### src/rtl/tfx_pkg.sv
// Package for the timer flag and external interrupt sense block.
// Assumes an APB register bus with 32-bit data and word-aligned registers.
package tfx_pkg;

    // ------------------------------------------------------------------
    // Register map (word index, byte address is four times the index)
    // ------------------------------------------------------------------
    localparam int          ADDR_W          = 12;
    localparam int          IDX_W           = 10;
    localparam logic [9:0]  IDX_MCU_CONTROL = 10'h037;
    localparam logic [9:0]  IDX_TIMER_FLAGS = 10'h038;
    localparam logic [9:0]  IDX_TIMER_MASK  = 10'h039;
    localparam logic [9:0]  IDX_EXT_FLAGS   = 10'h03A;
    localparam logic [9:0]  IDX_EXT_CONTROL = 10'h03B;
    localparam logic [9:0]  IDX_CAPTURE     = 10'h03C;

    // ------------------------------------------------------------------
    // Reset values
    // ------------------------------------------------------------------
    localparam logic [7:0]  RST_MCU_CONTROL = 8'h00;
    localparam logic [7:0]  RST_TIMER_FLAGS = 8'h00;
    localparam logic [7:0]  RST_TIMER_MASK  = 8'h00;
    localparam logic [7:0]  RST_EXT_FLAGS   = 8'h00;
    localparam logic [7:0]  RST_EXT_CONTROL = 8'h00;
    localparam logic [15:0] RST_CAPTURE     = 16'h0000;

    // ------------------------------------------------------------------
    // Field positions
    // ------------------------------------------------------------------
    // Timer flags and timer mask share one layout
    localparam int BIT_CAPTURE       = 5;
    localparam int BIT_WIDE_CMP_A    = 4;
    localparam int BIT_WIDE_CMP_B    = 3;
    localparam int BIT_WIDE_OVF      = 2;
    localparam int BIT_NARROW_CMP    = 1;
    localparam int BIT_NARROW_OVF    = 0;
    // Control register
    localparam int BIT_SLEEP_ENABLE  = 7;
    localparam int POS_SLEEP_MODE    = 4;
    localparam int POS_IRQ1_SENSE    = 2;
    localparam int POS_IRQ0_SENSE    = 0;
    // External flags and external control share pin positions
    localparam int BIT_EXT1          = 7;
    localparam int BIT_EXT0          = 6;
    localparam int BIT_EXT2          = 5;
    localparam int BIT_EXT2_RISING   = 0;

    // ------------------------------------------------------------------
    // Enumerations
    // ------------------------------------------------------------------
    typedef enum logic [1:0] {
        SENSE_LOW, SENSE_ANY, SENSE_FALL, SENSE_RISE
    } tfx_sense_t;

    typedef enum logic [2:0] {
        SLP_IDLE, SLP_NOISE_REDUCE, SLP_POWER_DOWN, SLP_POWER_SAVE,
        SLP_RESERVED_4, SLP_RESERVED_5, SLP_STANDBY, SLP_EXT_STANDBY
    } tfx_sleep_t;

    typedef enum logic [3:0] {
        VEC_EXT0, VEC_EXT1, VEC_EXT2, VEC_CAPTURE, VEC_WIDE_CMP_A,
        VEC_WIDE_CMP_B, VEC_WIDE_OVF, VEC_NARROW_CMP, VEC_NARROW_OVF
    } tfx_vec_t;

    localparam int NUM_VEC = 9;

    // ------------------------------------------------------------------
    // Carriers
    // ------------------------------------------------------------------
    typedef struct packed {
        logic        capture_evt;
        logic        wide_tick;
        logic        wide_pwm;
        logic        wide_bottom;
        logic        wide_overflow;
        logic [15:0] wide_count;
        logic [15:0] wide_cmp_a;
        logic [15:0] wide_cmp_b;
        logic        narrow_tick;
        logic        narrow_pwm;
        logic        narrow_bottom;
        logic        narrow_overflow;
        logic [7:0]  narrow_count;
        logic [7:0]  narrow_cmp;
    } tfx_timer_in_t;

    typedef struct packed {
        logic     global_irq_enable;
        logic     ack;
        tfx_vec_t ack_vec;
        logic     sleep_instr;
    } tfx_core_in_t;

endpackage

### src/rtl/tfx_irq_sense.sv
// Timer event flags, external interrupt sensing, control register.
// Assumes timer units pulse their events for one clk_i cycle, the core
// pulses ack with the vector it executes, and an APB master.
// Summary of operation
// Capture event copies wide count into capture register and sets bit 5
// Timer flags clear on vector execution or on software write of one
// Capture request needs global enable, capture enable and capture flag
// Wide count equal to compare A sets bit 4
// Wide count equal to compare B sets bit 3
// Wide overflow sets bit 2; in PWM, direction reversal at zero
// Narrow count equal to its compare sets bit 1
// Narrow overflow sets bit 0; in PWM, direction reversal at zero
// Compare and overflow requests need global enable, own enable, flag
// External pins request even when driven as outputs by the chip
// Pin two is edge only; pins zero and one also low level
// Enabled level sensing requests for as long as the pin is low
// Interrupt one needs global enable and its global control mask bit
// Pins are sampled before edge detection; longer pulses always count
// Source holds a low level until the current instruction completes
// Interrupt one sense: low, any change, falling, rising
// Control register read/write, resets to zero, fixed field layout
// Sleep instruction sleeps only while sleep enable is set
// Software sets sleep enable just before the sleep instruction
// Sleep mode field decodes six modes and two reserved codes
// Interrupt zero sense decodes like interrupt one
// A hardware set beats a same-cycle clear
//
// Register access over APB was left to the implementer.
`timescale 1ns/1ps
`default_nettype none

module tfx_irq_sense
    import tfx_pkg::*;
#(
    parameter int SYNC_STAGES = 3
) (
    input  wire logic               clk_i,
    input  wire logic               rst_i,
    // APB slave
    input  wire logic               psel_i,
    input  wire logic               penable_i,
    input  wire logic               pwrite_i,
    input  wire logic [ADDR_W-1:0]  paddr_i,
    input  wire logic [31:0]        pwdata_i,
    input  wire logic [3:0]         pstrb_i,
    output logic      [31:0]        prdata_o,
    output logic                    pready_o,
    output logic                    pslverr_o,
    // Timer units and core
    input  wire tfx_timer_in_t      timer_i,
    input  wire tfx_core_in_t       core_i,
    // External interrupt pins, levels seen at the pads
    input  wire logic [2:0]         ext_irq_pin_i,
    // Requests toward the core, indexed by tfx_vec_t
    output logic [NUM_VEC-1:0]      irq_req_o,
    output logic                    sleep_o,
    output tfx_sleep_t              sleep_mode_o
);

    // ------------------------------------------------------------------
    // State
    // ------------------------------------------------------------------
    typedef struct packed {
        logic [7:0]         mcu_control;
        logic [7:0]         timer_event_flags;
        logic [7:0]         timer_mask;
        logic [7:0]         ext_flags;
        logic [7:0]         global_irq_control;
        logic [15:0]        capture_register;
        logic [SYNC_STAGES-1:0][2:0] sync;
        logic [2:0]         pin_stable;
        logic [NUM_VEC-1:0] irq_req;
        logic               sleep;
        tfx_sleep_t         sleep_mode;
        logic [31:0]        prdata;
        logic               pready;
        logic               pslverr;
    } tfx_state_t;

    tfx_state_t s_reg;
    tfx_state_t s_next;

    // ------------------------------------------------------------------
    // Helpers
    // ------------------------------------------------------------------
    // Edge match for a programmable sense field; level mode never matches
    function automatic logic sense_edge(input tfx_sense_t sense,
                                        input logic       prev,
                                        input logic       cur);
        logic hit;
        hit = 1'b0;
        case (sense)
            SENSE_ANY:  hit = prev ^ cur;
            SENSE_FALL: hit = prev & ~cur;
            SENSE_RISE: hit = ~prev & cur;
            default:    hit = 1'b0;
        endcase
        return hit;
    endfunction

    function automatic logic idx_hit(input logic [ADDR_W-1:0] addr,
                                     input logic [IDX_W-1:0]  idx);
        return addr[ADDR_W-1:2] == idx;
    endfunction

    // Reserved sleep codes fall back to idle, the lightest mode
    function automatic tfx_sleep_t sleep_decode(input logic [2:0] code);
        tfx_sleep_t m;
        m = SLP_IDLE;
        case (code)
            3'h0:    m = SLP_IDLE;
            3'h1:    m = SLP_NOISE_REDUCE;
            3'h2:    m = SLP_POWER_DOWN;
            3'h3:    m = SLP_POWER_SAVE;
            3'h6:    m = SLP_STANDBY;
            3'h7:    m = SLP_EXT_STANDBY;
            default: m = SLP_IDLE;
        endcase
        return m;
    endfunction

    // ------------------------------------------------------------------
    // Next state
    // ------------------------------------------------------------------
    logic [7:0]         tmr_set;
    logic [7:0]         tmr_clr;
    logic [7:0]         ext_set;
    logic [7:0]         ext_clr;
    logic [2:0]         pin_prev;
    logic [2:0]         pin_cur;
    logic [2:0]         level_req;
    tfx_sense_t         sense0;
    tfx_sense_t         sense1;
    logic               wr_en;
    logic               setup;
    logic               mapped;
    logic [31:0]        rd_data;
    logic               gie;
    logic               any_req;

    always_comb begin
        s_next   = s_reg;
        tmr_set  = 8'h00;
        tmr_clr  = 8'h00;
        ext_set  = 8'h00;
        ext_clr  = 8'h00;
        rd_data  = 32'h0000_0000;
        mapped   = 1'b0;
        gie      = core_i.global_irq_enable;
        sense0   = tfx_sense_t'(s_reg.mcu_control[POS_IRQ0_SENSE +: 2]);
        sense1   = tfx_sense_t'(s_reg.mcu_control[POS_IRQ1_SENSE +: 2]);

        // --------------------------------------------------------------
        // Pin synchroniser
        // --------------------------------------------------------------
        // The pad level is sampled whatever the pin direction is
        s_next.sync[0] = ext_irq_pin_i;
        for (int i = 1; i < SYNC_STAGES; i++) begin
            s_next.sync[i] = s_reg.sync[i-1];
        end
        // Change accepted once the last two stages agree
        for (int p = 0; p < 3; p++) begin
            if (s_reg.sync[SYNC_STAGES-1][p] ==
                s_reg.sync[SYNC_STAGES-2][p]) begin
                s_next.pin_stable[p] = s_reg.sync[SYNC_STAGES-1][p];
            end
        end
        pin_prev = s_reg.pin_stable;
        pin_cur  = s_next.pin_stable;

        // --------------------------------------------------------------
        // Timer events
        // --------------------------------------------------------------
        // capture copy and flag
        if (timer_i.capture_evt) begin
            s_next.capture_register   = timer_i.wide_count;
            tmr_set[BIT_CAPTURE]      = 1'b1;
        end
        // compare A match
        tmr_set[BIT_WIDE_CMP_A] = timer_i.wide_tick &
            (timer_i.wide_count == timer_i.wide_cmp_a);
        // compare B match
        tmr_set[BIT_WIDE_CMP_B] = timer_i.wide_tick &
            (timer_i.wide_count == timer_i.wide_cmp_b);
        // overflow or bottom turn
        tmr_set[BIT_WIDE_OVF] = timer_i.wide_pwm ? timer_i.wide_bottom
                                                 : timer_i.wide_overflow;
        // narrow compare match
        tmr_set[BIT_NARROW_CMP] = timer_i.narrow_tick &
            (timer_i.narrow_count == timer_i.narrow_cmp);
        // narrow overflow or bottom turn
        tmr_set[BIT_NARROW_OVF] = timer_i.narrow_pwm ? timer_i.narrow_bottom
                                                     : timer_i.narrow_overflow;

        // --------------------------------------------------------------
        // External events
        // --------------------------------------------------------------
        // interrupt zero sense decode
        ext_set[BIT_EXT0] = sense_edge(sense0, pin_prev[0], pin_cur[0]);
        // interrupt one sense decode
        ext_set[BIT_EXT1] = sense_edge(sense1, pin_prev[1], pin_cur[1]);
        // pin two edge only, polarity from external control
        ext_set[BIT_EXT2] = s_reg.global_irq_control[BIT_EXT2_RISING]
                            ? (~pin_prev[2] & pin_cur[2])
                            : (pin_prev[2] & ~pin_cur[2]);
        level_req = {1'b0,
                     (sense1 == SENSE_LOW) & ~pin_cur[1],
                     (sense0 == SENSE_LOW) & ~pin_cur[0]};

        // --------------------------------------------------------------
        // Vector acknowledge
        // --------------------------------------------------------------
        // executed vector clears its flag
        if (core_i.ack) begin
            case (core_i.ack_vec)
                VEC_EXT0:       ext_clr[BIT_EXT0]       = 1'b1;
                VEC_EXT1:       ext_clr[BIT_EXT1]       = 1'b1;
                VEC_EXT2:       ext_clr[BIT_EXT2]       = 1'b1;
                VEC_CAPTURE:    tmr_clr[BIT_CAPTURE]    = 1'b1;
                VEC_WIDE_CMP_A: tmr_clr[BIT_WIDE_CMP_A] = 1'b1;
                VEC_WIDE_CMP_B: tmr_clr[BIT_WIDE_CMP_B] = 1'b1;
                VEC_WIDE_OVF:   tmr_clr[BIT_WIDE_OVF]   = 1'b1;
                VEC_NARROW_CMP: tmr_clr[BIT_NARROW_CMP] = 1'b1;
                VEC_NARROW_OVF: tmr_clr[BIT_NARROW_OVF] = 1'b1;
                default:        tmr_clr                 = 8'h00;
            endcase
        end

        // --------------------------------------------------------------
        // APB slave
        // --------------------------------------------------------------
        // Data is snapshot in the setup cycle; access phase is one cycle
        setup = psel_i & ~penable_i & ~s_reg.pready;
        wr_en = psel_i & penable_i & s_reg.pready & pwrite_i & pstrb_i[0];
        if (idx_hit(paddr_i, IDX_MCU_CONTROL)) begin
            mapped  = 1'b1;
            rd_data = {24'h000000, s_reg.mcu_control};
        end else if (idx_hit(paddr_i, IDX_TIMER_FLAGS)) begin
            mapped  = 1'b1;
            rd_data = {24'h000000, s_reg.timer_event_flags};
        end else if (idx_hit(paddr_i, IDX_TIMER_MASK)) begin
            mapped  = 1'b1;
            rd_data = {24'h000000, s_reg.timer_mask};
        end else if (idx_hit(paddr_i, IDX_EXT_FLAGS)) begin
            mapped  = 1'b1;
            rd_data = {24'h000000, s_reg.ext_flags};
        end else if (idx_hit(paddr_i, IDX_EXT_CONTROL)) begin
            mapped  = 1'b1;
            rd_data = {24'h000000, s_reg.global_irq_control};
        end else if (idx_hit(paddr_i, IDX_CAPTURE)) begin
            mapped  = 1'b1;
            rd_data = {16'h0000, s_reg.capture_register};
        end
        // Misaligned byte addresses are refused as well
        if (paddr_i[1:0] != 2'b00) begin
            mapped = 1'b0;
        end

        if (setup) begin
            s_next.pready  = 1'b1;
            s_next.pslverr = ~mapped;
            s_next.prdata  = mapped ? rd_data : 32'h0000_0000;
        end else if (s_reg.pready) begin
            s_next.pready  = 1'b0;
            s_next.pslverr = 1'b0;
        end

        if (wr_en & mapped) begin
            if (idx_hit(paddr_i, IDX_MCU_CONTROL)) begin
                // full-byte read/write control register
                s_next.mcu_control = pwdata_i[7:0];
            end else if (idx_hit(paddr_i, IDX_TIMER_FLAGS)) begin
                // write one clears
                tmr_clr = tmr_clr | (pwdata_i[7:0] & 8'h3F);
            end else if (idx_hit(paddr_i, IDX_TIMER_MASK)) begin
                s_next.timer_mask = pwdata_i[7:0] & 8'h3F;
            end else if (idx_hit(paddr_i, IDX_EXT_FLAGS)) begin
                ext_clr = ext_clr | (pwdata_i[7:0] & 8'hE0);
            end else if (idx_hit(paddr_i, IDX_EXT_CONTROL)) begin
                s_next.global_irq_control = pwdata_i[7:0] & 8'hE1;
            end
        end

        // --------------------------------------------------------------
        // Flag update
        // --------------------------------------------------------------
        // set terms are ORed after the clear
        s_next.timer_event_flags =
            (s_reg.timer_event_flags & ~tmr_clr) | tmr_set;
        s_next.ext_flags = (s_reg.ext_flags & ~ext_clr) | ext_set;
        // Level mode keeps the flag cleared; the pin itself requests
        if (sense0 == SENSE_LOW) begin
            s_next.ext_flags[BIT_EXT0] = 1'b0;
        end
        if (sense1 == SENSE_LOW) begin
            s_next.ext_flags[BIT_EXT1] = 1'b0;
        end

        // --------------------------------------------------------------
        // Requests
        // --------------------------------------------------------------
        // capture request gating
        s_next.irq_req[VEC_CAPTURE] = gie &
            s_next.timer_mask[BIT_CAPTURE] &
            s_next.timer_event_flags[BIT_CAPTURE];
        // compare and overflow gating
        s_next.irq_req[VEC_WIDE_CMP_A] = gie &
            s_next.timer_mask[BIT_WIDE_CMP_A] &
            s_next.timer_event_flags[BIT_WIDE_CMP_A];
        s_next.irq_req[VEC_WIDE_CMP_B] = gie &
            s_next.timer_mask[BIT_WIDE_CMP_B] &
            s_next.timer_event_flags[BIT_WIDE_CMP_B];
        s_next.irq_req[VEC_WIDE_OVF] = gie &
            s_next.timer_mask[BIT_WIDE_OVF] &
            s_next.timer_event_flags[BIT_WIDE_OVF];
        s_next.irq_req[VEC_NARROW_CMP] = gie &
            s_next.timer_mask[BIT_NARROW_CMP] &
            s_next.timer_event_flags[BIT_NARROW_CMP];
        s_next.irq_req[VEC_NARROW_OVF] = gie &
            s_next.timer_mask[BIT_NARROW_OVF] &
            s_next.timer_event_flags[BIT_NARROW_OVF];
        // level request follows the pin
        s_next.irq_req[VEC_EXT0] = gie &
            s_next.global_irq_control[BIT_EXT0] &
            (s_next.ext_flags[BIT_EXT0] | level_req[0]);
        // interrupt one needs its global control mask bit
        s_next.irq_req[VEC_EXT1] = gie &
            s_next.global_irq_control[BIT_EXT1] &
            (s_next.ext_flags[BIT_EXT1] | level_req[1]);
        s_next.irq_req[VEC_EXT2] = gie &
            s_next.global_irq_control[BIT_EXT2] &
            s_next.ext_flags[BIT_EXT2];

        // --------------------------------------------------------------
        // Sleep
        // --------------------------------------------------------------
        any_req = |s_next.irq_req;
        if (s_reg.sleep & any_req) begin
            s_next.sleep = 1'b0;
        // sleep only with sleep enable set
        end else if (core_i.sleep_instr &
                     s_reg.mcu_control[BIT_SLEEP_ENABLE]) begin
            s_next.sleep      = 1'b1;
            // mode field decode
            s_next.sleep_mode = sleep_decode(
                s_reg.mcu_control[POS_SLEEP_MODE +: 3]);
        end
    end

    // ------------------------------------------------------------------
    // Registers
    // ------------------------------------------------------------------
    always_ff @(posedge clk_i) begin
        if (rst_i) begin
            s_reg.mcu_control        <= RST_MCU_CONTROL;
            s_reg.timer_event_flags  <= RST_TIMER_FLAGS;
            s_reg.timer_mask         <= RST_TIMER_MASK;
            s_reg.ext_flags          <= RST_EXT_FLAGS;
            s_reg.global_irq_control <= RST_EXT_CONTROL;
            s_reg.capture_register   <= RST_CAPTURE;
            // Pins idle high so no false edge follows reset
            s_reg.sync               <= '1;
            s_reg.pin_stable         <= 3'h7;
            s_reg.irq_req            <= '0;
            s_reg.sleep              <= 1'b0;
            s_reg.sleep_mode         <= SLP_IDLE;
            s_reg.prdata             <= 32'h0000_0000;
            s_reg.pready             <= 1'b0;
            s_reg.pslverr            <= 1'b0;
        end else begin
            s_reg <= s_next;
        end
    end

    assign prdata_o     = s_reg.prdata;
    assign pready_o     = s_reg.pready;
    assign pslverr_o    = s_reg.pslverr;
    assign irq_req_o    = s_reg.irq_req;
    assign sleep_o      = s_reg.sleep;
    assign sleep_mode_o = s_reg.sleep_mode;

endmodule

`default_nettype wire

### config.mk
export PLATFORM = sky130hd
export DESIGN_NAME = tfx_irq_sense
export DESIGN_NICKNAME = d
export VERILOG_FILES = /design/src/rtl/tfx_pkg.sv /design/src/rtl/tfx_irq_sense.sv
export SDC_FILE = /design/constraint.sdc
export NUM_CORES = 1
export LEC_CHECK = 0
export ABC_AREA = 1
export BUFFER_PORTS_ARGS = -buffer_cell sky130_fd_sc_hd__buf_2
export CELL_PAD_IN_SITES_DETAIL_PLACEMENT = 1
export CELL_PAD_IN_SITES_GLOBAL_PLACEMENT = 1
export CORE_MARGIN = 1
export CORE_UTILIZATION = 35
export CTS_BUF_LIST = sky130_fd_sc_hd__clkbuf_4 sky130_fd_sc_hd__clkbuf_8
export DETAILED_ROUTE_END_ITERATION = 10
export PLACE_DENSITY = 0.78
export SETUP_SLACK_MARGIN = 0.3
export SYNTH_ARGS = -nofsm -noshare
export SYNTH_HDL_FRONTEND = slang
export SYNTH_SLANG_ARGS = --single-unit
### constraint.sdc
create_clock -name clk_i -period 2.4 [get_ports clk_i]
set_input_delay 0.24 -clock clk_i [delete_from_list [all_inputs] [get_ports clk_i]]
set_output_delay 0.24 -clock clk_i [all_outputs]
set_load 0.01 [all_outputs]
== Yosys cells after proc, flatten, opt, wreduce, memory -nomap -nowiden ==
Cells that the tools add are included.

* Register bits: 109
* Bits of input ports: 136
* Output and inout port bits: 47
* Word-level logic and storage cells: 179

* Eq/ne operators: 31
* Muxes and demuxes: 57
* Bitwise gates (word level): 64
* Reduce and logical (&&, ||, !) cells: 10

{| class="wikitable"
|+ Operators with widths
! operator !! number
|-
| 2-to-1 mux 8 bit || 14
|-
| 2-to-1 mux 16 bit || 6
|-
| == test 10 x 6 -> 1 bit (second input constant) || 6
|-
| bitwise AND 1 bit || 38
|-
| == test 16 bit || 2
|-
| 2-to-1 mux 32 bit || 1
|-
| 2-to-1 mux 6 bit || 5
|-
| 2-to-1 mux 1 bit || 26
|-
| bitwise AND 8 bit || 2
|-
| == test 4 x 3 -> 1 bit (second input constant) || 4
|-
| NOT 8 bit || 2
|-
| bitwise OR 8 x 6 -> 8 bit || 2
|-
| bitwise OR 8 bit || 2
|-
| one-hot mux 3 bit (5 select lines) || 1
|-
| NOT 1 bit || 14
|-
| OR reduction 9 bit || 1
|-
| == test 2 bit (second input constant) || 4
|-
| == test 4 x 2 -> 1 bit (second input constant) || 2
|-
| == test 8 bit || 1
|-
| == test 3 x 2 -> 1 bit (second input constant) || 2
|-
| == test 3 bit (second input constant) || 2
|-
| one-hot mux 1 bit (3 select lines) || 2
|-
| AND reduction 6 bit || 1
|-
| == test 2 x 1 -> 1 bit (second input constant) || 2
|-
| 13 further kinds || 20
|}

== Logic depth before layout (Yosys ltp) ==
* Depth in word-level cells: 20
* Gate-level depth with buffers: 19

== Worst setup path before layout ==
No wires, ideal clock.

* Kind: input to register
* Start: input paddr_i[8]
* End: register s_reg (netlist bit sleep_mode_o[2])
* Library setup time: 131 ps
* Arrival time: 1,819 ps
* Required time: 2,269 ps
* Setup slack: 451 ps
* Stages: 18
* Path buffers: 2
* Cell sequence: inv_1 -> nand2_2 -> nor2_4 -> buf_6 -> nand3_2 -> nand3_4 -> nand3_4 -> buf_6 -> nor2_2 -> nor2_1 -> nand3_2 -> nand2_2 -> nor2_2 -> nand3_2 -> nand2_2 -> nand2_1 -> nand2_1 -> a21oi_2

* Cells in the longest elaborated chain, start to end: 20
* Elaborated cells on any way between the ends: 64

{| class="wikitable"
|+ Ends and longest elaborated chain
! what !! RTL line !! RTL
|-
| start, declared || tfx_irq_sense.sv:43 || <nowiki>input wire logic [ADDR_W-1:0] paddr_i,</nowiki>
|-
| == test 10 x 6 -> 1 bit || tfx_irq_sense.sv:103 || <nowiki>return addr[ADDR_W-1:2] == idx;</nowiki>
|-
| 2-to-1 mux 1 bit || tfx_irq_sense.sv:250 || <nowiki>end else if (idx_hit(paddr_i, IDX_CAPTURE)) begin</nowiki>
|-
| 2-to-1 mux 1 bit || tfx_irq_sense.sv:247 || <nowiki>end else if (idx_hit(paddr_i, IDX_EXT_CONTROL)) begin</nowiki>
|-
| 2-to-1 mux 1 bit || tfx_irq_sense.sv:244 || <nowiki>end else if (idx_hit(paddr_i, IDX_EXT_FLAGS)) begin</nowiki>
|-
| 2-to-1 mux 1 bit || tfx_irq_sense.sv:241 || <nowiki>end else if (idx_hit(paddr_i, IDX_TIMER_MASK)) begin</nowiki>
|-
| 2-to-1 mux 1 bit || tfx_irq_sense.sv:238 || <nowiki>end else if (idx_hit(paddr_i, IDX_TIMER_FLAGS)) begin</nowiki>
|-
| 2-to-1 mux 1 bit || tfx_irq_sense.sv:235 || <nowiki>if (idx_hit(paddr_i, IDX_MCU_CONTROL)) begin</nowiki>
|-
| 2-to-1 mux 1 bit || tfx_irq_sense.sv:255 || <nowiki>if (paddr_i[1:0] != 2'b00) begin</nowiki>
|-
| [4 not listed] || -- ||
|-
| bitwise OR 8 bit || tfx_irq_sense.sv:290 || <nowiki>s_next.ext_flags = (s_reg.ext_flags & ~ext_clr) | ext_set;</nowiki>
|-
| 2-to-1 mux 1 bit (on tied branches) || tfx_irq_sense.sv:292, tfx_irq_sense.sv:295 ||
|-
| bitwise OR 1 bit (on tied branches) || tfx_irq_sense.sv:325, tfx_irq_sense.sv:329 ||
|-
| bitwise AND 1 bit (on tied branches) || tfx_irq_sense.sv:324, tfx_irq_sense.sv:328 ||
|-
| OR reduction 9 bit (*) || tfx_irq_sense.sv:337 || <nowiki>any_req = |s_next.irq_req;</nowiki>
|-
| bitwise AND 1 bit (*) || tfx_irq_sense.sv:338 || <nowiki>if (s_reg.sleep & any_req) begin</nowiki>
|-
| NOT 1 bit (no source line) (*) || -- ||
|-
| AND reduction 2 bit (no source line) (*) || -- ||
|-
| end signal, assigned || tfx_irq_sense.sv:371 || <nowiki>s_reg <= s_next;</nowiki>
|-
| end, declared || tfx_irq_sense.sv:80 || <nowiki>tfx_state_t s_reg;</nowiki>
|}

Mark *: on every way between the ends. The rest lies on a longest branch, timed or not.
A chain may end at the register's enable or synchronous reset.

== Worst setup path in the final report ==
* Start: register s_reg (netlist bit pin_prev[1])
* End: register s_reg (netlist bit sleep_mode_o[1])

* Cells in the longest elaborated chain, start to end: 12
* Elaborated cells on any way between the ends: 16

{| class="wikitable"
|+ Ends and longest elaborated chain
! what !! RTL line !! RTL
|-
| 2-to-1 mux 1 bit (*) || tfx_irq_sense.sv:163 || <nowiki>if (s_reg.sync[SYNC_STAGES-1][p] ==</nowiki>
|-
| named net pin_cur[1] || tfx_irq_sense.sv:130 || <nowiki>logic [2:0] pin_cur;</nowiki>
|-
| NOT 1 bit || tfx_irq_sense.sv:94, tfx_irq_sense.sv:207 ||
|-
| bitwise AND 1 bit || tfx_irq_sense.sv:94 || <nowiki>SENSE_FALL: hit = prev & ~cur;</nowiki>
|-
| one-hot mux 1 bit (3 select lines) || tfx_irq_sense.sv:92 || <nowiki>case (sense)</nowiki>
|-
| bitwise OR 8 bit || tfx_irq_sense.sv:290 ||
|-
| 2-to-1 mux 1 bit || tfx_irq_sense.sv:295 || <nowiki>if (sense1 == SENSE_LOW) begin</nowiki>
|-
| bitwise OR 1 bit (*) || tfx_irq_sense.sv:329 || <nowiki>(s_next.ext_flags[BIT_EXT1] | level_req[1]);</nowiki>
|-
| bitwise AND 1 bit (*) || tfx_irq_sense.sv:328 || <nowiki>s_next.global_irq_control[BIT_EXT1] &</nowiki>
|-
| OR reduction 9 bit (*) || tfx_irq_sense.sv:337 ||
|-
| bitwise AND 1 bit (*) || tfx_irq_sense.sv:338 ||
|-
| NOT 1 bit (no source line) (*) || -- ||
|-
| AND reduction 2 bit (no source line) (*) || -- ||
|}

The timed path passes the listed nets; every way through them passes the cells marked *.

==> results.sh <==
export IMPL_row_count=42
export IMPL_clock_fmax_mhz=479
export IMPL_syn_to_final_growth_pct=23.7
export IMPL_postRouteAntennaNets=0
export IMPL_synthAdderAreaFrac_pct=1.02
export IMPL_worstSetupPathType="flip-flop to flip-flop"
export IMPL_cts_tree="done"
export IMPL_synth_largest_area_cell="dfxtp_1"
export IMPL_cp_slowest_cell="dfxtp_4"
export IMPL_clock_sinks=86
export IMPL_viasPerCell=4.87
export IMPL_endpoint_kind="flip-flop"
export IMPL_grt_pass1_vias=5213
export IMPL_cts_buffer_depth=2
export IMPL_critPathTopFamily="simple AND/OR/NAND/NOR gates"
export IMPL_antenna_cells=0
export IMPL_antenna_found_initial=0
export IMPL_clk_pin_slew_ns=0.10
export IMPL_vdd_ir_drop_max_mv=0.243
export IMPL_fin_nets=990
export IMPL_yosys_register_bits=86
export IMPL_final_cell_count_no_fill=1031
export IMPL_drt_first_pass_iters=4
export IMPL_worst_path_largest_cell_delay_ns=0.38
export IMPL_largest_reg_flops=46
export IMPL_grt_max_degree=55
export IMPL_p_per_area_mw_per_mm2=482
export IMPL_cp_start_kind="flip-flop"
export IMPL_yosys_area_share_simple_pct=27.8
export IMPL_worst_slew_pin_slew_ns=0.869
export IMPL_grtUsageTotal_pct=21.6
export IMPL_crit_arrival_ns=2.40
export IMPL_period_minus_slack_ns=2.09
export IMPL_die_area_mm2=0.0145
export IMPL_synth_distinct_cells=46
export IMPL_worstHoldPathType="input pin to flip-flop"
export IMPL_netlist_area_leader_share_pct=35.0
export IMPL_crit_top_cell="nand2_2"
export IMPL_dp_hpwl_um=12200
export IMPL_status="finished clean"
export IMPL_setup_viol=0
export IMPL_initial_utilization_pct=36.6
export IMPL_cp_cell_sequence="nand2_2, nand2_2, o21a_1, ha_1, o32a_1, nand3b_1, nand3_2, nand2_2, inv_2, nand3_4, nand2_4, nand2_4, nand2_2, a21oi_2"
export IMPL_cp_num_buf_inv=1
export IMPL_die_h_um=121
export IMPL_synth_edf_count=0
export IMPL_cts_buffers_inserted=9
export IMPL_place_gp_congestion=0.868
export IMPL_drc=0
export IMPL_synth_compound_area_share_pct=15.2
export IMPL_synth_xor_area_share_pct=4.45
export IMPL_netlist_area_mm2=0.00492
export IMPL_avgRoutedWirePerCell_um=14.9
export IMPL_via_count=5017
export IMPL_crit_fanout=5
export IMPL_cp_required_ns=2.71
export IMPL_synth_yosys_seq_area_share_pct=35.0
export IMPL_ioPinCount=183
export IMPL_fin_tns_setup_ns=0
export IMPL_synth_area_leaders="dfxtp_1 35%, nand2_1 8.4%, inv_1 7.0%, nor2_1 6.9%, buf_4 6.7%"
export IMPL_wl_um=15300
export IMPL_synth_mux_area_share_pct=0.407
export IMPL_die_width_um=121
export IMPL_hold_viol_final=0
export IMPL_grt_pass1_wl_um=24700
export IMPL_ys_flop_type="dfxtp_1"
export IMPL_fill_cells=1813
export IMPL_dp_cells=1006
export IMPL_skew_ns=0.00826
export IMPL_worstSkewPairLatency_ns=0.37
export IMPL_drive_gt1_share_pct=30.6
export IMPL_portBuffers=139
export IMPL_rsz0062_at_grt="yes"
export IMPL_max_cap_viol_count=0
export IMPL_synthArstFlopShare_pct=0
export IMPL_yosysWarnings=0
export IMPL_max_slew_margin_pct=42.0
export IMPL_cts_htree_levels=3
export IMPL_syn_area_per_cell_um2=6.98
export IMPL_cts_root_buffer="clkbuf_8"
export IMPL_synth_top_family_by_area="simple AND/OR/NAND/NOR gates"
export IMPL_overflow=0
export IMPL_slew_viol_final=0
export IMPL_yosysMostFrequentCell="nand2_1"
export IMPL_period_share_pct=87.1
export IMPL_core_mm2=0.0135
export IMPL_synth_cells=705
export IMPL_drt_iter0_drc=286
export IMPL_synth_common_cells="110 x nand2_1, 92 x inv_1, 90 x nor2_1"
export IMPL_leakagePower_uw=0.00298
export IMPL_cts_hold_buf=0
metal layers:
metal  track usage (%)  wire length [um]  vias up
li1                  -                 -     2496
met1              25.8              6440     2364
met2              39.7              7780      140
met3              3.63               909       17
met4              5.79               192        0
met5                 0                 0        -
power breakdown:
part | internal [uW] | total (uW) | leakage, uW | switching [uW]
sequential | 1460 | 1470 | 0.000699 | 14.0
clock | 505 | 1110 | 0.000104 | 602
combinational | 147 | 355 | 0.00217 | 208
worst paths after layout:
kind	depth (start not counted)	startpoint	to	slack [ns]
max	14	pin_prev[1]	sleep_mode_o[1]	0.31
min	2	ext_irq_pin_i[1]	s_next[54]	0.05
max reg2reg	14	pin_prev[1]	sleep_mode_o[1]	0.31
min reg2reg	1	s_next[54]	s_next[57]	0.42
what timing repair did:
action / 4_1_cts / 5_1_grt
endpoints found under the setup margin: 3 / 4
gates resized for setup: 7 / 20
pin swaps: 3 / 11
buffers inserted: 4 / 5
stage by stage:
step                setup WS [ns]  utilization (%)  total power, uW  cell area [um2]  hold slack [ns]
floorplan                   0.451                -             1700             4970            0.344
global placement            0.102             42.6             1840             5730            0.405
detailed placement        -0.0592             42.6             1860             5730            0.404
CTS                         0.303             44.5             2960             5990           0.0310
global route                0.173             45.2             3070             6080           0.0436
finish                      0.310             45.2             2930             6080           0.0465
cell families after synthesis:
| group | Yosys count |
|---|---|
| other cells | 1 |
| compound gates | 130 |
| simple gates | 296 |
| buf+inv | 161 |
| xor+xnor | 25 |
| fa+ha+maj | 4 |
| mux | 2 |
| flops | 86 |
area by class of cell:
cell class | count | area, um2 | area share, %
well taps | 176 | 220 | 3.62
clock inverters | 7 | 88.8 | 1.46
clock buffers | 9 | 124 | 2.04
multi-input cells | 473 | 2530 | 41.6
inverters | 97 | 365 | 6.00
flip-flops and latches | 86 | 1730 | 28.5
repair buffers | 183 | 1030 | 16.9
placed cells by master, fill, tap and decap left out, types with 5 or more instances in the layout:
master | netlist | final
inv_1 | 92 | 90
dfxtp_2 | 0 | 5
nand2_2 | 7 | 11
buf_4 | 44 | 44
nor2_2 | 8 | 7
nand2_1 | 110 | 104
o21ai_1 | 4 | 6
a21oi_1 | 43 | 43
clkbuf_8 | 0 | 9
nand3_2 | 3 | 6
inv_2 | 3 | 5
nand3_1 | 25 | 21
nor3_1 | 12 | 12
o211ai_1 | 5 | 5
nand4_1 | 17 | 17
nor2_1 | 90 | 89
dfxtp_1 | 86 | 80
conb_1 | 1 | 16
buf_2 | 3 | 139
o21ai_0 | 48 | 46
or2_2 | 13 | 13
xor2_1 | 10 | 10
xnor2_1 | 15 | 15
Power figures use the tool's default switching activity.
